File: config.mk
export PLATFORM = sky130hd
export DESIGN_NAME = operand_addressing_unit
export DESIGN_NICKNAME = d
export VERILOG_FILES = /design/src/rtl/oau_pkg.sv /design/src/rtl/operand_addressing_unit.sv
export SDC_FILE = /design/constraint.sdc
export NUM_CORES = 2
export LEC_CHECK = 0
export BUFFER_PORTS_ARGS = -buffer_cell sky130_fd_sc_hd__clkbuf_2
export CAP_MARGIN = 20
export CORE_MARGIN = 2
export CORE_UTILIZATION = 53
export DETAILED_ROUTE_END_ITERATION = 12
export PLACE_DENSITY = 0.72
export SLEW_MARGIN = 15
export SYNTH_ARGS = -nofsm -noshare
export SYNTH_HDL_FRONTEND = slang
export SYNTH_SLANG_ARGS = --single-unit
File: constraint.sdc
create_clock -name aclk -period 6.8 [get_ports aclk]
set_input_delay 1.7 -clock aclk [delete_from_list [all_inputs] [get_ports aclk]]
set_output_delay 1.7 -clock aclk [all_outputs]
set_load 0.02 [all_outputs]
File: src/rtl/oau_pkg.sv
package oau_pkg;

  // ----------------------------------------------------------------
  // Core register file
  // ----------------------------------------------------------------
  localparam int DATA_W = 20;
  localparam int NUM_GP = 12;
  localparam logic [3:0] REG_PC = 4'h0;
  localparam logic [3:0] REG_SP = 4'h1;
  localparam logic [3:0] REG_SR = 4'h2;
  localparam logic [3:0] REG_CG2 = 4'h3;
  localparam logic [3:0] FIRST_GP = 4'h4;

  // ----------------------------------------------------------------
  // Addressing mode codes
  // ----------------------------------------------------------------
  localparam logic [1:0] SRC_REG = 2'h0;
  localparam logic [1:0] SRC_IDX = 2'h1;
  localparam logic [1:0] SRC_IND = 2'h2;
  localparam logic [1:0] SRC_AUTO = 2'h3;
  localparam logic DST_REG = 1'h0;
  localparam logic DST_IDX = 1'h1;
  localparam logic [1:0] EXT_DATA_AL_BW = 2'h1;
  localparam logic [3:0] LOW_64K_NIBBLE = 4'h0;

  // ----------------------------------------------------------------
  // Generated constants and increments
  // ----------------------------------------------------------------
  localparam logic [19:0] CONST_0 = 20'h00000;
  localparam logic [19:0] CONST_1 = 20'h00001;
  localparam logic [19:0] CONST_2 = 20'h00002;
  localparam logic [19:0] CONST_4 = 20'h00004;
  localparam logic [19:0] CONST_8 = 20'h00008;
  localparam logic [19:0] CONST_ALL_ONES = 20'hFFFFF;
  localparam logic [19:0] INC_BYTE = 20'h00001;
  localparam logic [19:0] INC_WORD = 20'h00002;
  localparam logic [19:0] INC_ADDR = 20'h00004;
  localparam logic [2:0] LEN_ONE = 3'h1;

  // ----------------------------------------------------------------
  // Register bus map
  // ----------------------------------------------------------------
  localparam int AXI_ADDR_W = 8;
  localparam logic [7:0] OFF_CTRL = 8'h00;
  localparam logic [7:0] OFF_STATUS = 8'h04;
  localparam logic [1:0] GP_WINDOW_SEL = 2'h1;
  localparam logic CTRL_EN_RST = 1'h1;
  localparam logic [1:0] RESP_OKAY = 2'h0;
  localparam logic [1:0] RESP_SLVERR = 2'h2;

  // ----------------------------------------------------------------
  // Types
  // ----------------------------------------------------------------
  typedef enum logic [1:0] {W_BYTE, W_WORD, W_ADDR} width_t;

  typedef struct packed {
    logic [1:0] src_mode_field;
    logic [3:0] src_reg;
    logic dst_mode;
    logic [3:0] dst_reg;
    logic byte_word;
    logic long_addr;
    logic ext_present;
    logic [3:0] src_ext;
    logic [3:0] dst_ext;
    logic [15:0] src_word;
    logic [15:0] dst_word;
    logic [19:0] pc;
  } dec_req_t;

  typedef struct packed {
    width_t width;
    logic src_is_mem;
    logic [19:0] src_addr;
    logic [19:0] src_value;
    logic dst_is_mem;
    logic [19:0] dst_addr;
    logic [19:0] dst_value;
    logic [2:0] length;
  } dec_rsp_t;

  typedef struct packed {
    logic [3:0] dst_reg;
    logic [19:0] data;
    width_t width;
    logic sign_extend_op;
  } wb_req_t;

endpackage

File: src/rtl/operand_addressing_unit.sv
`timescale 1ns/1ps
module operand_addressing_unit (
  // Clock, reset, enable
  input wire logic aclk,
  input wire logic aresetn,
  input wire logic ce,
  // Decode request from fetch
  input wire logic req_valid,
  input wire oau_pkg::dec_req_t req,
  output logic req_ready,
  // Decode answer
  output logic rsp_valid,
  output oau_pkg::dec_rsp_t rsp,
  // Result write-back
  input wire logic wb_valid,
  input wire oau_pkg::wb_req_t wb,
  // AXI4-Lite write channels
  input wire logic [oau_pkg::AXI_ADDR_W-1:0] awaddr,
  input wire logic awvalid,
  output logic awready,
  input wire logic [31:0] wdata,
  input wire logic [3:0] wstrb,
  input wire logic wvalid,
  output logic wready,
  output logic [1:0] bresp,
  output logic bvalid,
  input wire logic bready,
  // AXI4-Lite read channels
  input wire logic [oau_pkg::AXI_ADDR_W-1:0] araddr,
  input wire logic arvalid,
  output logic arready,
  output logic [31:0] rdata,
  output logic [1:0] rresp,
  output logic rvalid,
  input wire logic rready
);

  // ----------------------------------------------------------------
  // State
  // ----------------------------------------------------------------
  typedef struct packed {
    logic [oau_pkg::NUM_GP-1:0][19:0] gp;
    logic [15:0] sr;
    logic en;
    logic [15:0] dec_cnt;
    logic req_ready;
    logic rsp_valid;
    oau_pkg::dec_rsp_t rsp;
    logic awready;
    logic wready;
    logic aw_held;
    logic w_held;
    logic [oau_pkg::AXI_ADDR_W-1:0] wr_addr;
    logic [31:0] wr_data;
    logic [3:0] wr_strb;
    logic bvalid;
    logic [1:0] bresp;
    logic arready;
    logic rvalid;
    logic [31:0] rdata;
    logic [1:0] rresp;
  } st_t;

  st_t state_r;
  st_t state_nxt;

  // ----------------------------------------------------------------
  // Helpers
  // ----------------------------------------------------------------
  function automatic logic [19:0] width_mask(logic [19:0] v, oau_pkg::width_t w);
    case (w)
      oau_pkg::W_BYTE: return {12'h000, v[7:0]};
      oau_pkg::W_WORD: return {4'h0, v[15:0]};
      default: return v;
    endcase
  endfunction

  function automatic logic [19:0] inc_of(oau_pkg::width_t w);
    case (w)
      oau_pkg::W_BYTE: return oau_pkg::INC_BYTE;
      oau_pkg::W_WORD: return oau_pkg::INC_WORD;
      default: return oau_pkg::INC_ADDR;
    endcase
  endfunction

  // Stack pointer is not modelled here and reads as zero
  function automatic logic [19:0] reg_read(st_t s, logic [3:0] num, logic [19:0] pc);
    logic [3:0] k;
    k = num - oau_pkg::FIRST_GP;
    case (num)
      oau_pkg::REG_PC: return pc;
      oau_pkg::REG_SR: return {4'h0, s.sr};
      oau_pkg::REG_SP: return oau_pkg::CONST_0;
      oau_pkg::REG_CG2: return oau_pkg::CONST_0;
      default: return s.gp[k];
    endcase
  endfunction

  // Without an extension word the index is a signed word; a base in the
  // lower 64 KB wraps inside it so old 16-bit code keeps working.
  function automatic logic [19:0] index_addr(logic [19:0] base, logic ext,
                                             logic [3:0] hi, logic [15:0] word);
    logic [19:0] sum;
    sum = base + {{4{word[15]}}, word};
    if (ext) begin
      sum = base + {hi, word};
    end else if (base[19:16] == oau_pkg::LOW_64K_NIBBLE) begin
      sum[19:16] = 4'h0;
    end
    return sum;
  endfunction

  function automatic oau_pkg::width_t width_of(oau_pkg::dec_req_t q);
    if (q.ext_present) begin
      if ({q.long_addr, q.byte_word} == oau_pkg::EXT_DATA_AL_BW) begin
        return oau_pkg::W_ADDR;
      end else if (q.byte_word) begin
        return oau_pkg::W_BYTE;
      end else begin
        return oau_pkg::W_WORD;
      end
    end else if (q.byte_word) begin
      return oau_pkg::W_BYTE;
    end else begin
      return oau_pkg::W_WORD;
    end
  endfunction

  // Source and destination are decoded independently
  function automatic oau_pkg::dec_rsp_t decode(st_t s, oau_pkg::dec_req_t q);
    oau_pkg::dec_rsp_t r;
    logic [19:0] sbase;
    logic [19:0] dbase;
    r = '0;
    r.width = width_of(q);
    r.length = oau_pkg::LEN_ONE + {2'h0, q.ext_present};
    sbase = reg_read(s, q.src_reg, q.pc);
    dbase = reg_read(s, q.dst_reg, q.pc);
    case (q.src_mode_field)
      oau_pkg::SRC_REG: begin
        r.src_value = width_mask(sbase, r.width);
      end
      oau_pkg::SRC_IDX: begin
        if (q.src_reg == oau_pkg::REG_CG2) begin
          r.src_value = oau_pkg::CONST_1;
        end else begin
          if (q.src_reg == oau_pkg::REG_SR) begin
            sbase = oau_pkg::CONST_0;
          end
          r.src_is_mem = 1'b1;
          r.src_addr = index_addr(sbase, q.ext_present, q.src_ext, q.src_word);
          r.length = r.length + 3'h1;
        end
      end
      oau_pkg::SRC_IND: begin
        if (q.src_reg == oau_pkg::REG_SR) begin
          r.src_value = oau_pkg::CONST_4;
        end else if (q.src_reg == oau_pkg::REG_CG2) begin
          r.src_value = oau_pkg::CONST_2;
        end else begin
          r.src_is_mem = 1'b1;
          r.src_addr = sbase;
        end
      end
      default: begin
        if (q.src_reg == oau_pkg::REG_SR) begin
          r.src_value = oau_pkg::CONST_8;
        end else if (q.src_reg == oau_pkg::REG_CG2) begin
          r.src_value = width_mask(oau_pkg::CONST_ALL_ONES, r.width);
        end else if (q.src_reg == oau_pkg::REG_PC) begin
          r.src_value = width_mask({q.ext_present ? q.src_ext : 4'h0, q.src_word},
                                   r.width);
          r.length = r.length + 3'h1;
        end else begin
          r.src_is_mem = 1'b1;
          r.src_addr = sbase;
        end
      end
    endcase
    if (q.dst_mode == oau_pkg::DST_IDX) begin
      if (q.dst_reg == oau_pkg::REG_SR) begin
        dbase = oau_pkg::CONST_0;
      end
      r.dst_is_mem = 1'b1;
      r.dst_addr = index_addr(dbase, q.ext_present, q.dst_ext, q.dst_word);
      r.length = r.length + 3'h1;
    end else begin
      r.dst_value = width_mask(dbase, r.width);
    end
    return r;
  endfunction

  function automatic logic [31:0] bus_read(st_t s, logic [oau_pkg::AXI_ADDR_W-1:0] a);
    logic [3:0] k;
    k = a[5:2];
    if (a == oau_pkg::OFF_CTRL) begin
      return {31'h00000000, s.en};
    end else if (a == oau_pkg::OFF_STATUS) begin
      return {14'h0000, s.rsp.width, s.dec_cnt};
    end else begin
      return {12'h000, s.gp[k]};
    end
  endfunction

  function automatic logic bus_hit(logic [oau_pkg::AXI_ADDR_W-1:0] a);
    return (a == oau_pkg::OFF_CTRL) || (a == oau_pkg::OFF_STATUS) ||
           ((a[7:6] == oau_pkg::GP_WINDOW_SEL) && (a[5:2] < 4'(oau_pkg::NUM_GP)) &&
            (a[1:0] == 2'h0));
  endfunction

  // ----------------------------------------------------------------
  // Next state
  // ----------------------------------------------------------------
  always_comb begin
    state_nxt = state_r;
    state_nxt.rsp_valid = 1'b0;

    // Bus write: address and data are taken in either order
    if (state_r.bvalid && bready) begin
      state_nxt.bvalid = 1'b0;
    end
    if (awvalid && state_r.awready) begin
      state_nxt.aw_held = 1'b1;
      state_nxt.wr_addr = awaddr;
    end
    if (wvalid && state_r.wready) begin
      state_nxt.w_held = 1'b1;
      state_nxt.wr_data = wdata;
      state_nxt.wr_strb = wstrb;
    end
    if (state_r.aw_held && state_r.w_held && !state_r.bvalid) begin
      state_nxt.aw_held = 1'b0;
      state_nxt.w_held = 1'b0;
      state_nxt.bvalid = 1'b1;
      state_nxt.bresp = bus_hit(state_r.wr_addr) ? oau_pkg::RESP_OKAY : oau_pkg::RESP_SLVERR;
      if (state_r.wr_addr == oau_pkg::OFF_CTRL && state_r.wr_strb[0]) begin
        state_nxt.en = state_r.wr_data[0];
      end
      for (int i = 0; i < oau_pkg::NUM_GP; i++) begin
        if (bus_hit(state_r.wr_addr) && state_r.wr_addr[7:6] == oau_pkg::GP_WINDOW_SEL &&
            state_r.wr_addr[5:2] == 4'(i)) begin
          for (int b = 0; b < 3; b++) begin
            if (state_r.wr_strb[b]) begin
              state_nxt.gp[i][b*8 +: 4] = state_r.wr_data[b*8 +: 4];
              if (b < 2) begin
                state_nxt.gp[i][b*8+4 +: 4] = state_r.wr_data[b*8+4 +: 4];
              end
            end
          end
        end
      end
    end
    state_nxt.awready = !state_nxt.aw_held;
    state_nxt.wready = !state_nxt.w_held;

    // Bus read: one outstanding answer
    if (state_r.rvalid && rready) begin
      state_nxt.rvalid = 1'b0;
    end
    if (arvalid && state_r.arready) begin
      state_nxt.rvalid = 1'b1;
      state_nxt.rdata = bus_hit(araddr) ? bus_read(state_r, araddr) : 32'h00000000;
      state_nxt.rresp = bus_hit(araddr) ? oau_pkg::RESP_OKAY : oau_pkg::RESP_SLVERR;
    end
    state_nxt.arready = !state_nxt.rvalid;

    // Decode; the pointer bump lands on the same edge as the answer
    if (req_valid && state_r.req_ready) begin
      state_nxt.rsp = decode(state_r, req);
      state_nxt.rsp_valid = 1'b1;
      state_nxt.dec_cnt = state_r.dec_cnt + 16'h0001;
      for (int i = 0; i < oau_pkg::NUM_GP; i++) begin
        if (req.src_mode_field == oau_pkg::SRC_AUTO &&
            req.src_reg == 4'(i + 4)) begin
          state_nxt.gp[i] = state_r.gp[i] + inc_of(width_of(req));
        end
      end
    end

    // Write-back of a result wins over a bump of the same register
    // Only the named destination changes, never the source
    if (wb_valid) begin
      for (int i = 0; i < oau_pkg::NUM_GP; i++) begin
        if (wb.dst_reg == 4'(i + 4)) begin
          if (wb.sign_extend_op) begin
            state_nxt.gp[i] = {{12{state_nxt.gp[i][7]}}, state_nxt.gp[i][7:0]};
          end else begin
            state_nxt.gp[i] = width_mask(wb.data, wb.width);
          end
        end
      end
      if (wb.dst_reg == oau_pkg::REG_SR) begin
        state_nxt.sr = wb.data[15:0];
      end
    end

    state_nxt.req_ready = state_nxt.en;
  end

  // ----------------------------------------------------------------
  // Registers
  // ----------------------------------------------------------------
  always_ff @(posedge aclk) begin
    if (!aresetn) begin
      state_r <= '0;
      state_r.en <= oau_pkg::CTRL_EN_RST;
      state_r.req_ready <= oau_pkg::CTRL_EN_RST;
      state_r.awready <= 1'b1;
      state_r.wready <= 1'b1;
      state_r.arready <= 1'b1;
    end else if (ce) begin
      state_r <= state_nxt;
    end
  end

  // ----------------------------------------------------------------
  // Outputs
  // ----------------------------------------------------------------
  assign req_ready = state_r.req_ready;
  assign rsp_valid = state_r.rsp_valid;
  assign rsp = state_r.rsp;
  assign awready = state_r.awready;
  assign wready = state_r.wready;
  assign bresp = state_r.bresp;
  assign bvalid = state_r.bvalid;
  assign arready = state_r.arready;
  assign rdata = state_r.rdata;
  assign rresp = state_r.rresp;
  assign rvalid = state_r.rvalid;

endmodule

==> reports/results.txt <==
PwrDens: 187 nW/µm²
Row Count: 95
final worst slack: 604 ps
Crit Path Max Fanout: 7
RSZ-0062 raised after global routing: no
Post-Route Utilization: 58.1%
Hold Path Class: reg2reg
clock slew at reported path FFs: 60 ps
post-route minimum period: 6200 ps
ranking of synthesized cells by area: dfxtp_1, mux4_2, nand2_1
sequential share of power: 36.9%
Setup WS pre-CTS: 286 ps
startpoint types: input port
Final period util: 91.1%
Worst EP required: 7290 ps
Synth Instances: 4,612
Post-synth ARST share: 0%
via count: 38.8k
fin cells: 5,453
critical path arrival: 6690 ps
CTS Hold Bufs: 0
DRC errors left: 0
die area: 70,400 µm²
Comb power frac: 17.5%
port buffer count: 265
clk_lat worst skew: 650 ps
core area: 67,400 µm²
RePlAce Congestion: 1.08
placed insts: 5,348
Worst VDD drop: 185 µV
Clk pwr share: 45.6%
GR Overflow Total: 0
max frequency: 161 MHz
Ports: 293
Final Setup Violations: 0
dominant synthesized flop cell: dfxtp_1
synth warn: 0
clk buf depth: 3
H-tree depth: 2
Vias/cell: 7.11
final WL: 154 mm
fin. max-slew vios: 0
sw frac: 30.5%
area grow syn2layout: 8.31%
share of layout cells above drive strength 1: 16.8%
Total GRT Usage: 42.3%
post-route ant nets: 0
skew final: 31.9 ps
initial core utilization: 53.7%
CP Class: in2reg
Final HPWL DP: 116 mm
largest net degree at the start of global routing: 165
vias in the first global route: 35.8k
Avg Cell Area, Syn: 7.84 µm²
drt initial violations: 6,051
Die Ht: 265 µm
Detailed Routing Iterations Pass 1: 8
Fin. Hold Viols: 0
sum of negative setup slack: 0 ps
wire per inst: 28.3 µm
Worst-Margin Slew: 1170 ps
Mapped Area: 36,200 µm²
Rel. slew slack: 21.8%
Layout Nets: 4,796
Synth top area share: 23.3%
outcome: finished, final reports clean
EDFF count, synth: 0
Die W: 265 µm
CTS Sinks: 421
initial antenna violation count: 9
Critical Path End Type: register
Int Pwr: 5.10 mW
dominant cell type by area after synthesis: dfxtp_1
sw power: 2.24 mW
first-pass GRT wire length: 226 mm
Post-CTS Resized: 0
clock root buffer: clkbuf_16
count of cell types in the netlist: 92
post-CTS setup buffers: 0
Pleak: 15.0 nW
CTS tree: done
FF+latch count, synth: 421
Max-Cap Viols: 0
TritonCTS Buffers: 52
register area share after synthesis: 23.3%
cells in the mapped netlist, types with 48 or more instances:
| cell type | n |
|---|---|
| a211oi_1 | 127 |
| clkbuf_1 | 318 |
| buf_4 | 128 |
| a21o_1 | 68 |
| a221oi_1 | 53 |
| xor2_1 | 48 |
| nand2_1 | 526 |
| nor2_1 | 507 |
| ha_1 | 89 |
| dfxtp_1 | 421 |
| mux2i_1 | 124 |
| o22ai_1 | 61 |
| nand3_1 | 163 |
| o21ai_0 | 272 |
| nand4_1 | 58 |
| and3_1 | 49 |
| o221ai_1 | 65 |
| mux4_2 | 180 |
| inv_1 | 92 |
| nor3_1 | 71 |
| a21oi_1 | 365 |
| a22oi_1 | 85 |
state kept, by name, summed over array words and instances, names as in the netlist:
signal	cells
rvalid	1
rsp_valid	1
wready	1
rsp	87
req_ready	1
rresp	1
rdata	20
awready	1
bvalid	1
state_r	305
bresp	1
arready	1
critical path, cell delays in order:
cell,delay [ps]
clkbuf_2,140
inv_1,70
ha_1,700
mux2_2,460
a22oi_1,170
o22a_1,580
nor2_1,110
ha_1,220
inv_1,80
fa_1,230
nor2b_1,70
o31a_1,290
o311ai_0,550
a21oi_1,270
a211oi_1,390
o41ai_1,140
xor2_1,160
a221oi_1,280
nor3_1,70
stage by stage:
step	cell area (µm²)	total power, mW	hold WS [ps]
6_report	39200	7.35	452
5_1_grt	39200	7.52	472
4_1_cts	39200	7.27	453
3_5_place_dp	37100	3.98	447
3_3_place_gp	37100	3.96	438
2_1_floorplan	36200	3.57	432
logic make-up after synthesis:
| family | Yosys count | synth area share (%) |
|---|---|---|
| simple gates | 1563 | 19.6 |
| compound gates | 1453 | 27.0 |
| buf+inv | 632 | 8.08 |
| flops | 421 | 23.3 |
| mux | 349 | 16.0 |
| fa+ha+maj | 103 | 3.85 |
| xor+xnor | 90 | 2.18 |
| other cells | 1 | 0.0104 |
cell usage in the layout (no fill, tap or decap), types with 58 or more instances in the layout:
cell type / count
nand2_1: 525
nor2_1: 505
dfxtp_1: 421
a21oi_1: 365
o21ai_0: 272
clkbuf_2: 258
mux4_2: 180
nand3_1: 162
a211oi_1: 127
mux2i_1: 124
buf_4: 122
inv_1: 90
ha_1: 89
a22oi_1: 85
nor3_1: 68
a21o_1: 68
o221ai_1: 65
o22ai_1: 60
nand4_1: 58
power by group through the flow:
stage	clock network (mW)	registers [mW]	logic (mW)
global route	3.45	2.71	1.36
floorplan	0	2.66	0.904
global placement	0	2.74	1.22
finish	3.35	2.71	1.28
detailed placement	0	2.75	1.23
CTS	3.34	2.69	1.24
worst paths after layout:
kind	slack (ps)	end	from	cells after the start
setup / recovery	600	rsp[82]	req[71]	19
hold / removal	450	rsp[25]	rsp[25]	2
setup reg to reg	1830	rsp[82]	state_r[249]	17
hold reg to reg	450	rsp[25]	rsp[25]	2
per-layer routing:
metal / track usage [%] / up-vias / part of all wire (%)
li1: - / 17000 / -
met1: 52.1 / 18500 / 36
met2: 65.8 / 2734 / 44
met3: 12.1 / 556 / 13
met4: 25.4 / 6 / 6.7
met5: 0 / - / 0.024
cell type report:
class / count / area [µm²]
multi-input combinational: 3572 / 24900
fill: 6313 / 28200
inverter: 96 / 368
antenna: 7 / 17.5
tap: 873 / 1090
clock buffer: 70 / 1510
timing repair buffer: 387 / 2320
sequential: 421 / 8430
clock inverter: 27 / 512
No activity file was read; power rests on OpenSTA's default activity.
